`config.mk`:
```
export PLATFORM = sky130hd
export DESIGN_NAME = config_byte_decoder
export DESIGN_NICKNAME = d
export VERILOG_FILES = /design/src/rtl/cfg_pkg.sv /design/src/rtl/cfg_capture.sv /design/src/rtl/config_byte_decoder.sv /design/src/rtl/ext_access_gate.sv
export SDC_FILE = /design/constraint.sdc
export NUM_CORES = 1
export LEC_CHECK = 0
export ABC_AREA = 1
export BUFFER_PORTS_ARGS = -buffer_cell sky130_fd_sc_hd__buf_2
export CAP_MARGIN = 40
export CORE_ASPECT_RATIO = 0.6
export CORE_MARGIN = 1
export CORE_UTILIZATION = 30
export CTS_BUF_LIST = sky130_fd_sc_hd__clkbuf_16
export DETAILED_ROUTE_END_ITERATION = 8
export GPL_TIMING_DRIVEN = 0
export PLACE_DENSITY = 0.62
export SLEW_MARGIN = 20
export SYNTH_ARGS = -nofsm -noshare
export SYNTH_HDL_FRONTEND = slang
export SYNTH_HIERARCHICAL = 1
export SYNTH_SLANG_ARGS = --single-unit
```
`constraint.sdc`:
```
create_clock -name core_clk -period 1.5 [get_ports core_clk]
set_input_delay 0.15 -clock core_clk [delete_from_list [all_inputs] [get_ports core_clk]]
set_output_delay 0.15 -clock core_clk [all_outputs]
set_load 0.03 [all_outputs]
```
`src/rtl/cfg_pkg.sv`:
```
// Constants and carrier types for the configuration byte decoder.
// Assumes both configuration bytes are eight bits wide and fixed after power-up.
package cfg_pkg;

    localparam int CFG_W = 8;

    // Field positions in the first configuration byte
    localparam int CFG_PIN_DIS_BIT  = 6;
    localparam int CFG_PRL_BIT      = 5;
    localparam int CFG_BROWNOUT_BIT = 4;
    localparam int CFG_OSC_HI_BIT   = 1;
    localparam int CFG_OSC_LO_BIT   = 0;

    // Field positions in the second configuration byte
    localparam int CFG_CODE_LOCK_BIT = 7;
    localparam int CFG_DATA_LOCK_BIT = 6;

    // Held values before the cells are captured; locked is the safe side
    localparam logic [CFG_W-1:0] CFG_ONE_PRELOAD = 8'h00;
    localparam logic [CFG_W-1:0] CFG_TWO_PRELOAD = 8'h00;
    localparam logic [CFG_W-1:0] CFG_READ_NONE   = 8'h00;

    typedef enum logic [1:0] {
        OSC_CRYSTAL  = 2'h0,
        OSC_INT_RC   = 2'h1,
        OSC_RESERVED = 2'h2,
        OSC_EXTERNAL = 2'h3
    } osc_src_t;

    typedef enum logic [1:0] {
        EXT_ERASE   = 2'h0,
        EXT_PROGRAM = 2'h1,
        EXT_READ    = 2'h2
    } ext_op_t;

    typedef enum logic [1:0] {
        AREA_CODE   = 2'h0,
        AREA_DATA   = 2'h1,
        AREA_CONFIG = 2'h2
    } ext_area_t;

    typedef struct packed {
        ext_op_t   op;
        ext_area_t area;
        logic      sel_two;
    } ext_cmd_t;

    typedef struct packed {
        logic     reset_pin_disable;
        logic     port_reset_level;
        logic     brownout_threshold_sel;
        osc_src_t osc_sel;
    } cfg_fields_t;

endpackage

```
`src/rtl/cfg_capture.sv`:
```
// Capture of the two configuration bytes once after reset release.
// Assumes the nonvolatile cells are stable by the first edge after release.
`timescale 1ns/1ps
module cfg_capture (
    // Clock and reset
    input  wire logic                    core_clk,
    input  wire logic                    rst_n,
    // Nonvolatile cells
    input  wire logic [cfg_pkg::CFG_W-1:0] nv_byte_one,
    input  wire logic [cfg_pkg::CFG_W-1:0] nv_byte_two,
    // Held copies
    output logic      [cfg_pkg::CFG_W-1:0] byte_one,
    output logic      [cfg_pkg::CFG_W-1:0] byte_two,
    output logic                           loaded
);

    typedef enum logic {
        CAP_WAIT,
        CAP_HOLD
    } cap_state_t;

    cap_state_t                  state;
    cap_state_t                  next_state;
    logic [cfg_pkg::CFG_W-1:0]   next_byte_one;
    logic [cfg_pkg::CFG_W-1:0]   next_byte_two;
    logic                        next_loaded;

    // Strap style capture: taken by a clocked edge after release, never by reset
    always_comb begin
        next_state    = state;
        next_byte_one = byte_one;
        next_byte_two = byte_two;
        next_loaded   = loaded;
        unique case (state)
            CAP_WAIT: begin
                next_byte_one = nv_byte_one;
                next_byte_two = nv_byte_two;
                next_loaded   = 1'b1;
                next_state    = CAP_HOLD;
            end
            CAP_HOLD: begin
                // Frozen until the next reset, whatever the cells do
            end
        endcase
    end

    always_ff @(posedge core_clk) begin
        if (!rst_n) begin
            state    <= CAP_WAIT;
            byte_one <= cfg_pkg::CFG_ONE_PRELOAD;
            byte_two <= cfg_pkg::CFG_TWO_PRELOAD;
            loaded   <= 1'b0;
        end else begin
            state    <= next_state;
            byte_one <= next_byte_one;
            byte_two <= next_byte_two;
            loaded   <= next_loaded;
        end
    end

endmodule // cfg_capture

```
`src/rtl/config_byte_decoder.sv`:
```
// Configuration byte decoder: holds the two power-up bytes, decodes the
// settings, answers CPU program-memory reads and gates the external programmer.
// Assumes all inputs are synchronous to core_clk and the cells settle before reset release.
`timescale 1ns/1ps

// Function
// - Capture both bytes once after reset; settings never change while running.
// - CPU program-memory reads at the two byte addresses return the held bytes.
// - Byte one bit 6 low keeps pin reset; high frees the pin as input.
// - Byte one bit 5 gives the port reset level, low or high.
// - Byte one bit 4 selects brownout threshold, 3.8V at 0, 2.5 V at 1.
// - Byte one bits 1:0 select crystal, internal RC, reserved or external clock.
// - Code lock low blocks external access to code flash and configuration bytes.
// - Data lock low blocks external access to data flash and configuration bytes.
// - Both locks high allow erase, program and read of both areas.
// - Code locked, data open: external reads of the code area are refused.
// - Both locked: external reads of code and data areas are refused.
module config_byte_decoder #(
    parameter int                ADDR_W       = 16,
    parameter logic [ADDR_W-1:0] CFG_ONE_ADDR = 16'hfffe,
    parameter logic [ADDR_W-1:0] CFG_TWO_ADDR = 16'hffff
) (
    // Clock and reset
    input  wire logic                          core_clk,
    input  wire logic                          rst_n,
    // Nonvolatile configuration cells
    input  wire logic [cfg_pkg::CFG_W-1:0]     nv_byte_one,
    input  wire logic [cfg_pkg::CFG_W-1:0]     nv_byte_two,
    // CPU program-memory read
    input  wire logic                          cpu_rd_req,
    input  wire logic [ADDR_W-1:0]             cpu_rd_addr,
    output logic                               cpu_rd_valid,
    output logic                               cpu_rd_hit,
    output logic      [cfg_pkg::CFG_W-1:0]     cpu_rd_data,
    // External programmer requests
    input  wire logic                          ext_req,
    input  wire cfg_pkg::ext_cmd_t             ext_cmd,
    output logic                               ext_ack,
    output logic                               ext_grant,
    output logic                               ext_deny,
    output logic      [cfg_pkg::CFG_W-1:0]     ext_cfg_data,
    // Shared reset pin
    input  wire logic                          reset_pin_in_n,
    output logic                               pin_reset_req,
    output logic                               shared_pin_input,
    // Decoded settings
    output logic                               cfg_loaded,
    output cfg_pkg::cfg_fields_t               cfg_fields,
    output logic                               osc_cfg_reserved,
    output logic                               lock_combo_invalid
);

    if (ADDR_W < 2) begin : g_bad_width
        $error("config_byte_decoder: ADDR_W too small");
    end
    if (CFG_ONE_ADDR == CFG_TWO_ADDR) begin : g_bad_addr
        $error("config_byte_decoder: byte addresses must differ");
    end

    logic [cfg_pkg::CFG_W-1:0] byte_one;
    logic [cfg_pkg::CFG_W-1:0] byte_two;
    logic                      cap_loaded;
    logic                      ext_allow;
    logic                      code_lock;
    logic                      data_lock;

    logic                      next_cpu_rd_valid;
    logic                      next_cpu_rd_hit;
    logic [cfg_pkg::CFG_W-1:0] next_cpu_rd_data;
    logic                      next_ext_ack;
    logic                      next_ext_grant;
    logic                      next_ext_deny;
    logic [cfg_pkg::CFG_W-1:0] next_ext_cfg_data;
    logic                      next_pin_reset_req;
    logic                      next_shared_pin_input;
    logic                      next_cfg_loaded;
    cfg_pkg::cfg_fields_t      next_cfg_fields;
    logic                      next_osc_cfg_reserved;
    logic                      next_lock_combo_invalid;

    cfg_capture u_capture (
        .core_clk    (core_clk),
        .rst_n       (rst_n),
        .nv_byte_one (nv_byte_one),
        .nv_byte_two (nv_byte_two),
        .byte_one    (byte_one),
        .byte_two    (byte_two),
        .loaded      (cap_loaded)
    );

    assign code_lock = byte_two[cfg_pkg::CFG_CODE_LOCK_BIT];
    assign data_lock = byte_two[cfg_pkg::CFG_DATA_LOCK_BIT];

    ext_access_gate u_gate (
        .loaded    (cap_loaded),
        .code_lock (code_lock),
        .data_lock (data_lock),
        .cmd       (ext_cmd),
        .allow     (ext_allow)
    );

    // Settings decode; the held bytes never move, so neither do these
    always_comb begin
        next_cfg_loaded                        = cap_loaded;
        next_cfg_fields.reset_pin_disable      = byte_one[cfg_pkg::CFG_PIN_DIS_BIT];
        next_cfg_fields.port_reset_level       = byte_one[cfg_pkg::CFG_PRL_BIT];
        next_cfg_fields.brownout_threshold_sel = byte_one[cfg_pkg::CFG_BROWNOUT_BIT];
        next_cfg_fields.osc_sel                = cfg_pkg::osc_src_t'({byte_one[cfg_pkg::CFG_OSC_HI_BIT],
                                                                    byte_one[cfg_pkg::CFG_OSC_LO_BIT]});
        // Reserved clock code is flagged; the clock unit decides what to do with it
        next_osc_cfg_reserved   = cap_loaded && (next_cfg_fields.osc_sel == cfg_pkg::OSC_RESERVED);
        // Unsupported lock pair; nothing here repairs it
        next_lock_combo_invalid = cap_loaded && code_lock && !data_lock;
    end

    // Shared pin: reset only while enabled; pin reads high while it is a reset input
    always_comb begin
        next_pin_reset_req    = 1'b0;
        next_shared_pin_input = 1'b1;
        if (cfg_loaded) begin
            if (cfg_fields.reset_pin_disable) begin
                next_shared_pin_input = reset_pin_in_n;
            end else begin
                next_pin_reset_req = !reset_pin_in_n;
            end
        end
    end

    // CPU reads ignore the locks; only the outside world is kept out
    always_comb begin
        next_cpu_rd_valid = cpu_rd_req;
        next_cpu_rd_hit   = 1'b0;
        next_cpu_rd_data  = cfg_pkg::CFG_READ_NONE;
        if (cpu_rd_req) begin
            if (cpu_rd_addr == CFG_ONE_ADDR) begin
                next_cpu_rd_hit  = 1'b1;
                next_cpu_rd_data = byte_one;
            end else if (cpu_rd_addr == CFG_TWO_ADDR) begin
                next_cpu_rd_hit  = 1'b1;
                next_cpu_rd_data = byte_two;
            end
        end
    end

    // Programmer verdict, one cycle after the request
    always_comb begin
        next_ext_ack      = ext_req;
        next_ext_grant    = ext_req && ext_allow;
        next_ext_deny     = ext_req && !ext_allow;
        next_ext_cfg_data = cfg_pkg::CFG_READ_NONE;
        if (ext_req && ext_allow && ext_cmd.op == cfg_pkg::EXT_READ
            && ext_cmd.area == cfg_pkg::AREA_CONFIG) begin
            next_ext_cfg_data = ext_cmd.sel_two ? byte_two : byte_one;
        end
    end

    always_ff @(posedge core_clk) begin
        if (!rst_n) begin
            cfg_loaded         <= 1'b0;
            cfg_fields         <= '0;
            osc_cfg_reserved   <= 1'b0;
            lock_combo_invalid <= 1'b0;
            pin_reset_req      <= 1'b0;
            shared_pin_input   <= 1'b1;
            cpu_rd_valid       <= 1'b0;
            cpu_rd_hit         <= 1'b0;
            cpu_rd_data        <= cfg_pkg::CFG_READ_NONE;
            ext_ack            <= 1'b0;
            ext_grant          <= 1'b0;
            ext_deny           <= 1'b0;
            ext_cfg_data       <= cfg_pkg::CFG_READ_NONE;
        end else begin
            cfg_loaded         <= next_cfg_loaded;
            cfg_fields         <= next_cfg_fields;
            osc_cfg_reserved   <= next_osc_cfg_reserved;
            lock_combo_invalid <= next_lock_combo_invalid;
            pin_reset_req      <= next_pin_reset_req;
            shared_pin_input   <= next_shared_pin_input;
            cpu_rd_valid       <= next_cpu_rd_valid;
            cpu_rd_hit         <= next_cpu_rd_hit;
            cpu_rd_data        <= next_cpu_rd_data;
            ext_ack            <= next_ext_ack;
            ext_grant          <= next_ext_grant;
            ext_deny           <= next_ext_deny;
            ext_cfg_data       <= next_ext_cfg_data;
        end
    end
endmodule // config_byte_decoder

```
`src/rtl/ext_access_gate.sv`:
```
// Combinational lock decision for requests from the external programmer.
// Assumes lock bits come from the held second configuration byte.
`timescale 1ns/1ps
module ext_access_gate (
    // Held state
    input  wire logic              loaded,
    input  wire logic              code_lock,
    input  wire logic              data_lock,
    // Request under test
    input  wire cfg_pkg::ext_cmd_t cmd,
    // Verdict
    output logic                   allow
);

    logic op_ok;

    always_comb begin
        op_ok = 1'b0;
        allow = 1'b0;
        unique case (cmd.op)
            cfg_pkg::EXT_ERASE,
            cfg_pkg::EXT_PROGRAM,
            cfg_pkg::EXT_READ: op_ok = 1'b1;
            default:           op_ok = 1'b0;
        endcase
        // Nothing passes before capture, so a locked part never leaks early
        if (loaded && op_ok) begin
            unique case (cmd.area)
                cfg_pkg::AREA_CODE:   allow = code_lock;
                cfg_pkg::AREA_DATA:   allow = data_lock;
                cfg_pkg::AREA_CONFIG: allow = code_lock && data_lock;
                default:              allow = 1'b0;
            endcase
        end
    end

endmodule // ext_access_gate
```
**Word-level counts from Yosys, hierarchy flattened**

Index checks and enable logic that the tools add are counted.

- Input port bits: 42
- Logic and storage cells: 57
- Register bits: 49
- Output and inout port bits: 31

- Equality and inequality tests: 7
- Reduce and logical (&&, ||, !) cells: 19
- Bitwise operators: 2
- Mux-type cells: 9

Operators with widths:

| cell | count |
|---|---|
| $eq 16x16->1 const B | 2 |
| $mux 8 | 3 |
| $logic_and 1x1->1 | 9 |
| $eq 2x2->1 const B | 3 |
| $reduce_or 3->1 | 2 |
| $mux 1 | 5 |
| $eq 2x1->1 const B | 2 |
| $logic_not 2->1 | 2 |
| $reduce_and 2->1 | 2 |
| $logic_not 1->1 | 3 |
| $pmux 1 s3 | 1 |
| $reduce_and 3->1 | 1 |
| $not 1->1 | 2 |

**Logic depth before layout (Yosys ltp)**

- Depth in word-level cells: 9
- Gate-level depth with buffers: 9
- Mapped depth without buffers: 9

**Hierarchy**

Netlist, hierarchy kept.

By module, submodules not included:

| module | times used | seq. area each (sq um) | cells an instance | area each (sq um) |
|---|---|---|---|---|
| config_byte_decoder | 1 | 620.6 | 155 | 1192.4 |
| cfg_capture | 1 | 360.3 | 106 | 742.0 |
| ext_access_gate | 1 | 0.0 | 10 | 41.3 |

**Worst setup path before layout**

No wires, ideal clock.

- Path type: reg-to-reg
- From: reg u_capture/byte_two[6] (netlist name)
- To: reg ext_cfg_data[0] (netlist name)
- Setup time: 68 ps
- Period minus slack after synthesis: 1179 ps
- Cell stages (with the launch flop): 8
- Data arrival time: 1111 ps
- Setup slack: 321 ps
- Data required time: 1432 ps
- Path through: dfxtp_1 nand2_1 and2_1 nor2_1 inv_1 nor2_2 nand4_2 nor2_1

- Longest elaborated chain between the ends: 7

Ends and longest elaborated chain:

| element | line | text |
|---|---|---|
| from (decl) | cfg_capture.sv:13 | `output logic [cfg_pkg::CFG_W-1:0] byte_two,` |
| from (signal assigned) | cfg_capture.sv:51 | `byte_two <= cfg_pkg::CFG_TWO_PRELOAD;` |
| from (signal assigned) | cfg_capture.sv:56 | `byte_two <= next_byte_two;` |
| $logic_and 1x1->1 | ext_access_gate.sv:31 | `cfg_pkg::AREA_CONFIG: allow = code_lock && data_lock;` |
| $pmux 1 s3 (*) | ext_access_gate.sv:28 | `unique case (cmd.area)` |
| $mux 1 (*) | ext_access_gate.sv:27 | `if (loaded && op_ok) begin` |
| named net ext_allow | config_byte_decoder.sv:63 | `logic ext_allow;` |
| $logic_and 1x1->1 (*) (2 in series) | config_byte_decoder.sv:151 | `if (ext_req && ext_allow && ext_cmd.op == cfg_pkg::EXT_READ` |
| $logic_and 1x1->1 (*) | config_byte_decoder.sv:152 | `&& ext_cmd.area == cfg_pkg::AREA_CONFIG) begin` |
| $reduce_and 2->1 (no source line) (*) | - |  |
| to (signal assigned) | config_byte_decoder.sv:171 | `ext_cfg_data <= cfg_pkg::CFG_READ_NONE;` |
| to (signal assigned) | config_byte_decoder.sv:185 | `ext_cfg_data <= next_ext_cfg_data;` |
| to (decl) | config_byte_decoder.sv:41 | `output logic [cfg_pkg::CFG_W-1:0] ext_cfg_data,` |

Mark *: on every way through the listed nets, which the timed path passes. The rest lies on a longest branch.
A chain may end at the register's enable or synchronous reset.

**Worst setup path in the final report**

- From: reg u_capture/byte_two[7] (netlist name)
- To: reg ext_cfg_data[5] (netlist name)

The elaborated chain is that of the path after synthesis.

==> summary.txt <==
Outcome
  • Status: finished clean

Timing
  • Hold WS: 61.6 ps
  • Pins Over Slew Limit: 0
  • Part of the cycle the worst path needs: 87.8%
  • Worst slew pin tran: 229 ps
  • Final Skew: 4.27 ps
  • Minimum clock period: 1320 ps
  • Final hold violations: 0
  • Setup TNS Final: 0 ps
  • Setup-failing EPs final: 0
  • Slew HR: 84.7%
  • Fmax achieved: 759 MHz
  • RSZ-0062 raised after global routing: no

Logic synthesis
  • Post-synth EDFFs: 0
  • Mux share of post-synthesis cell area: 0%
  • Syn Area/Cell: 7.29 um2
  • Ys async rst share: 0%
  • Mapped cell area: 0.00198 mm2
  • Largest area contributor in the netlist: dfxtp_1
  • Adder-Cell Fraction of Synth Area: 0%
  • Top cells by count, synth: 75 x nor2_1, 57 x nand2_1, 49 x dfxtp_1
  • Synth unique cells: 22
  • Synthesized flop and latch total: 49
  • Register area share after synthesis: 49.7%
  • Compound-Gate Fraction of Synth Area: 3.61%
  • Ys flop type: dfxtp_1
  • Simple-Gate Fraction of Synth Area: 33.9%
  • Yosys warning total: 6
  • Synth Instances: 271
  • Top cells by area, synth: dfxtp_1 50%, nor2_1 14%, nand2_1 11%
  • Synth Area in XOR/XNOR: 0%
  • Largest family of logic cells by synthesized area: simple AND/OR/NAND/NOR gates
  • Area fraction of the dominant cell type after synthesis: 49.7%
  • Count leader, synth: nor2_1
  • Synth Net Count: 313

Worst setup path
  • Setup crit start kind: register
  • Critical Path RT: 1720 ps
  • Critical path type: reg2reg
  • Bufs and invs on worst path: 1
  • Crit. End Element: register
  • Crit path DAT: 1540 ps
  • Delay-heaviest family, CP: simple AND/OR/NAND/NOR gates
  • Most used cell, CP: nor2_1
  • CP max FO: 8
  • CP cell instances: nand2_1 > and2_1 > nor2_1 > inv_1 > nor2_2 > nand4_2 > nor2_1
  • CP max-delay cell: dfxtp_1
  • Worst path max stage delay: 420 ps

Route
  • TritonRoute pass-1 iters: 4
  • Detail Route Antenna Nets: 0
  • Initial drt markers: 61
  • Post-DR vias/cell: 3.87
  • Drt drc: 0
  • Vias: 1,684
  • Final wirelength: 4530 um
  • DR WL/cell: 10.4 um

Floorplanning
  • Chip width: 107 um
  • Starting Density: 31.8%
  • Number of core rows: 22
  • Die height: 64.9 um
  • Io pins: 73
  • Die ar.: 0.00692 mm2
  • CORE AREA: 0.00622 mm2

Place
  • Placed Area: 0.00244 mm2
  • Port Buffer Count: 71
  • Post-DP HPWL: 3560 um
  • GPL Wtd Cong: 0.807

Clock network
  • Post-CTS Setup Inserts: 0
  • Clk Latency, worst-skew pair: 290 ps
  • CTS max path bufs: 2
  • CTS H-tree depth: 2
  • Clock slew at reported path FFs: 60 ps
  • Clock sinks: 49
  • CTS tree: built
  • Clk root buf: clkbuf_16
  • Num CTS Buffers: 5

Cells and area
  • Layout cells sized above 1: 29.3%
  • Diode count: 0
  • Area grow syn2layout: 32.4%
  • Seq. cell area: 982 um2
  • Final Instance Area: 0.00262 mm2
  • Layout Nets: 392
  • Fillers: 676
  • Multi-input combinational cell area: 741 um2

Power
  • LEAKAGE: 1.41 nW
  • VDD IR-drop max: 528 uV
  • Tot Pwr: 2.94 mW
  • PD cells: 1120 mW/mm2

GRT
  • Antenna violations before repair: 0
  • First-pass GRT wire length: 7430 um
  • Pin count of the biggest net entering global routing: 16
  • Total GRT Usage: 14.3%
  • Vias in the first global route: 1,572
  • Total gr overflow: 0

Min path
  • Hold/Removal Path Class: in2reg

Flow run
  • Max-Cap Viols: 0
[per-stage QoR]
stage | worst slack [ps] | utilization (%) | std cells
after CTS | 146 | 42.0 | 435
after global placement | 184 | 39.2 | 426
after detailed placement | 168 | 39.2 | 426
after global routing | 4.84 | 42.0 | 435
final | 183 | 42.0 | 435
after floorplan | 321 | - | 271
[cell type report]
| type | instances | area share (%) |
|---|---|---|
| well taps | 84 | 4.02 |
| inverters | 45 | 6.46 |
| multi-input cells | 168 | 28.3 |
| flip-flops and latches | 49 | 37.6 |
| repair buffers | 72 | 14.0 |
| plain buffers | 9 | 3.25 |
| clock inverters | 3 | 1.63 |
| clock buffers | 5 | 4.78 |
[what timing repair did]
action | CTS | global route
hold buffers | 1 | 0
endpoints found under the hold margin | 1 | 0
endpoints found under the setup margin | 0 | 5
gates resized for setup | 0 | 1
[kinds of logic (layout without fill, tap and decap cells)]
family	Yosys count	count (layout)
flops	49	49
buf+inv	54	134
compound gates	13	13
simple gates	155	155
[where the power goes]
part	switching, mW	internal (mW)
clock	0.467	0.783
sequential	0.0343	1.35
combinational	0.177	0.126
total	0.678	2.26
[path summary, 6_finish.rpt]
check | endpoint | slack (ps) | depth (start not counted) | startpoint
worst max-delay path | ext_cfg_data[5] | 180 | 7 | u_capture/byte_two[7]
worst min-delay path | shared_pin_input | 60 | 3 | reset_pin_in_n
worst max register to register | ext_cfg_data[5] | 180 | 7 | u_capture/byte_two[7]
worst min register to register | shared_pin_input | 420 | 1 | cfg_fields[4]
[placed cells by master (no fill, tap or decap)]
cell type,count
dlygate4sd3_1,1
nand2_2,4
inv_1,46
clkinv_4,1
and2_1,1
clkbuf_2,1
nand2_1,57
nand4_2,1
nor3_1,7
nor2_4,2
a21oi_1,10
buf_6,2
nand2_4,2
nor2_2,4
a21boi_1,1
dfxtp_2,1
nand3_1,1
clkbuf_16,5
nor2_1,75
o21ai_0,1
dfxtp_1,48
bufinv_16,1
nor2_8,1
buf_2,72
a21oi_2,1
buf_4,3
buf_8,2
[worst min-delay path, cell delays in order]
cell     delay [ps]
buf_2            80
nor2_1           40
nand3_1          50
[metal layers]
layer	track usage [%]	routed length [um]	vias up
met4	5.14	48	0
met1	21.3	2580	683
met3	4.23	271	5
met5	0	0	-
li1	-	-	951
met2	19.0	1640	45
[registers in the layout, summed over array words and instances (netlist names), 5 cells and up]
name	flops
cfg_fields	5
cpu_rd_data	8
ext_cfg_data	8
u_capture/byte_one	8
u_capture/byte_two	8
Note: power is estimated with default switching activity, not from simulation.
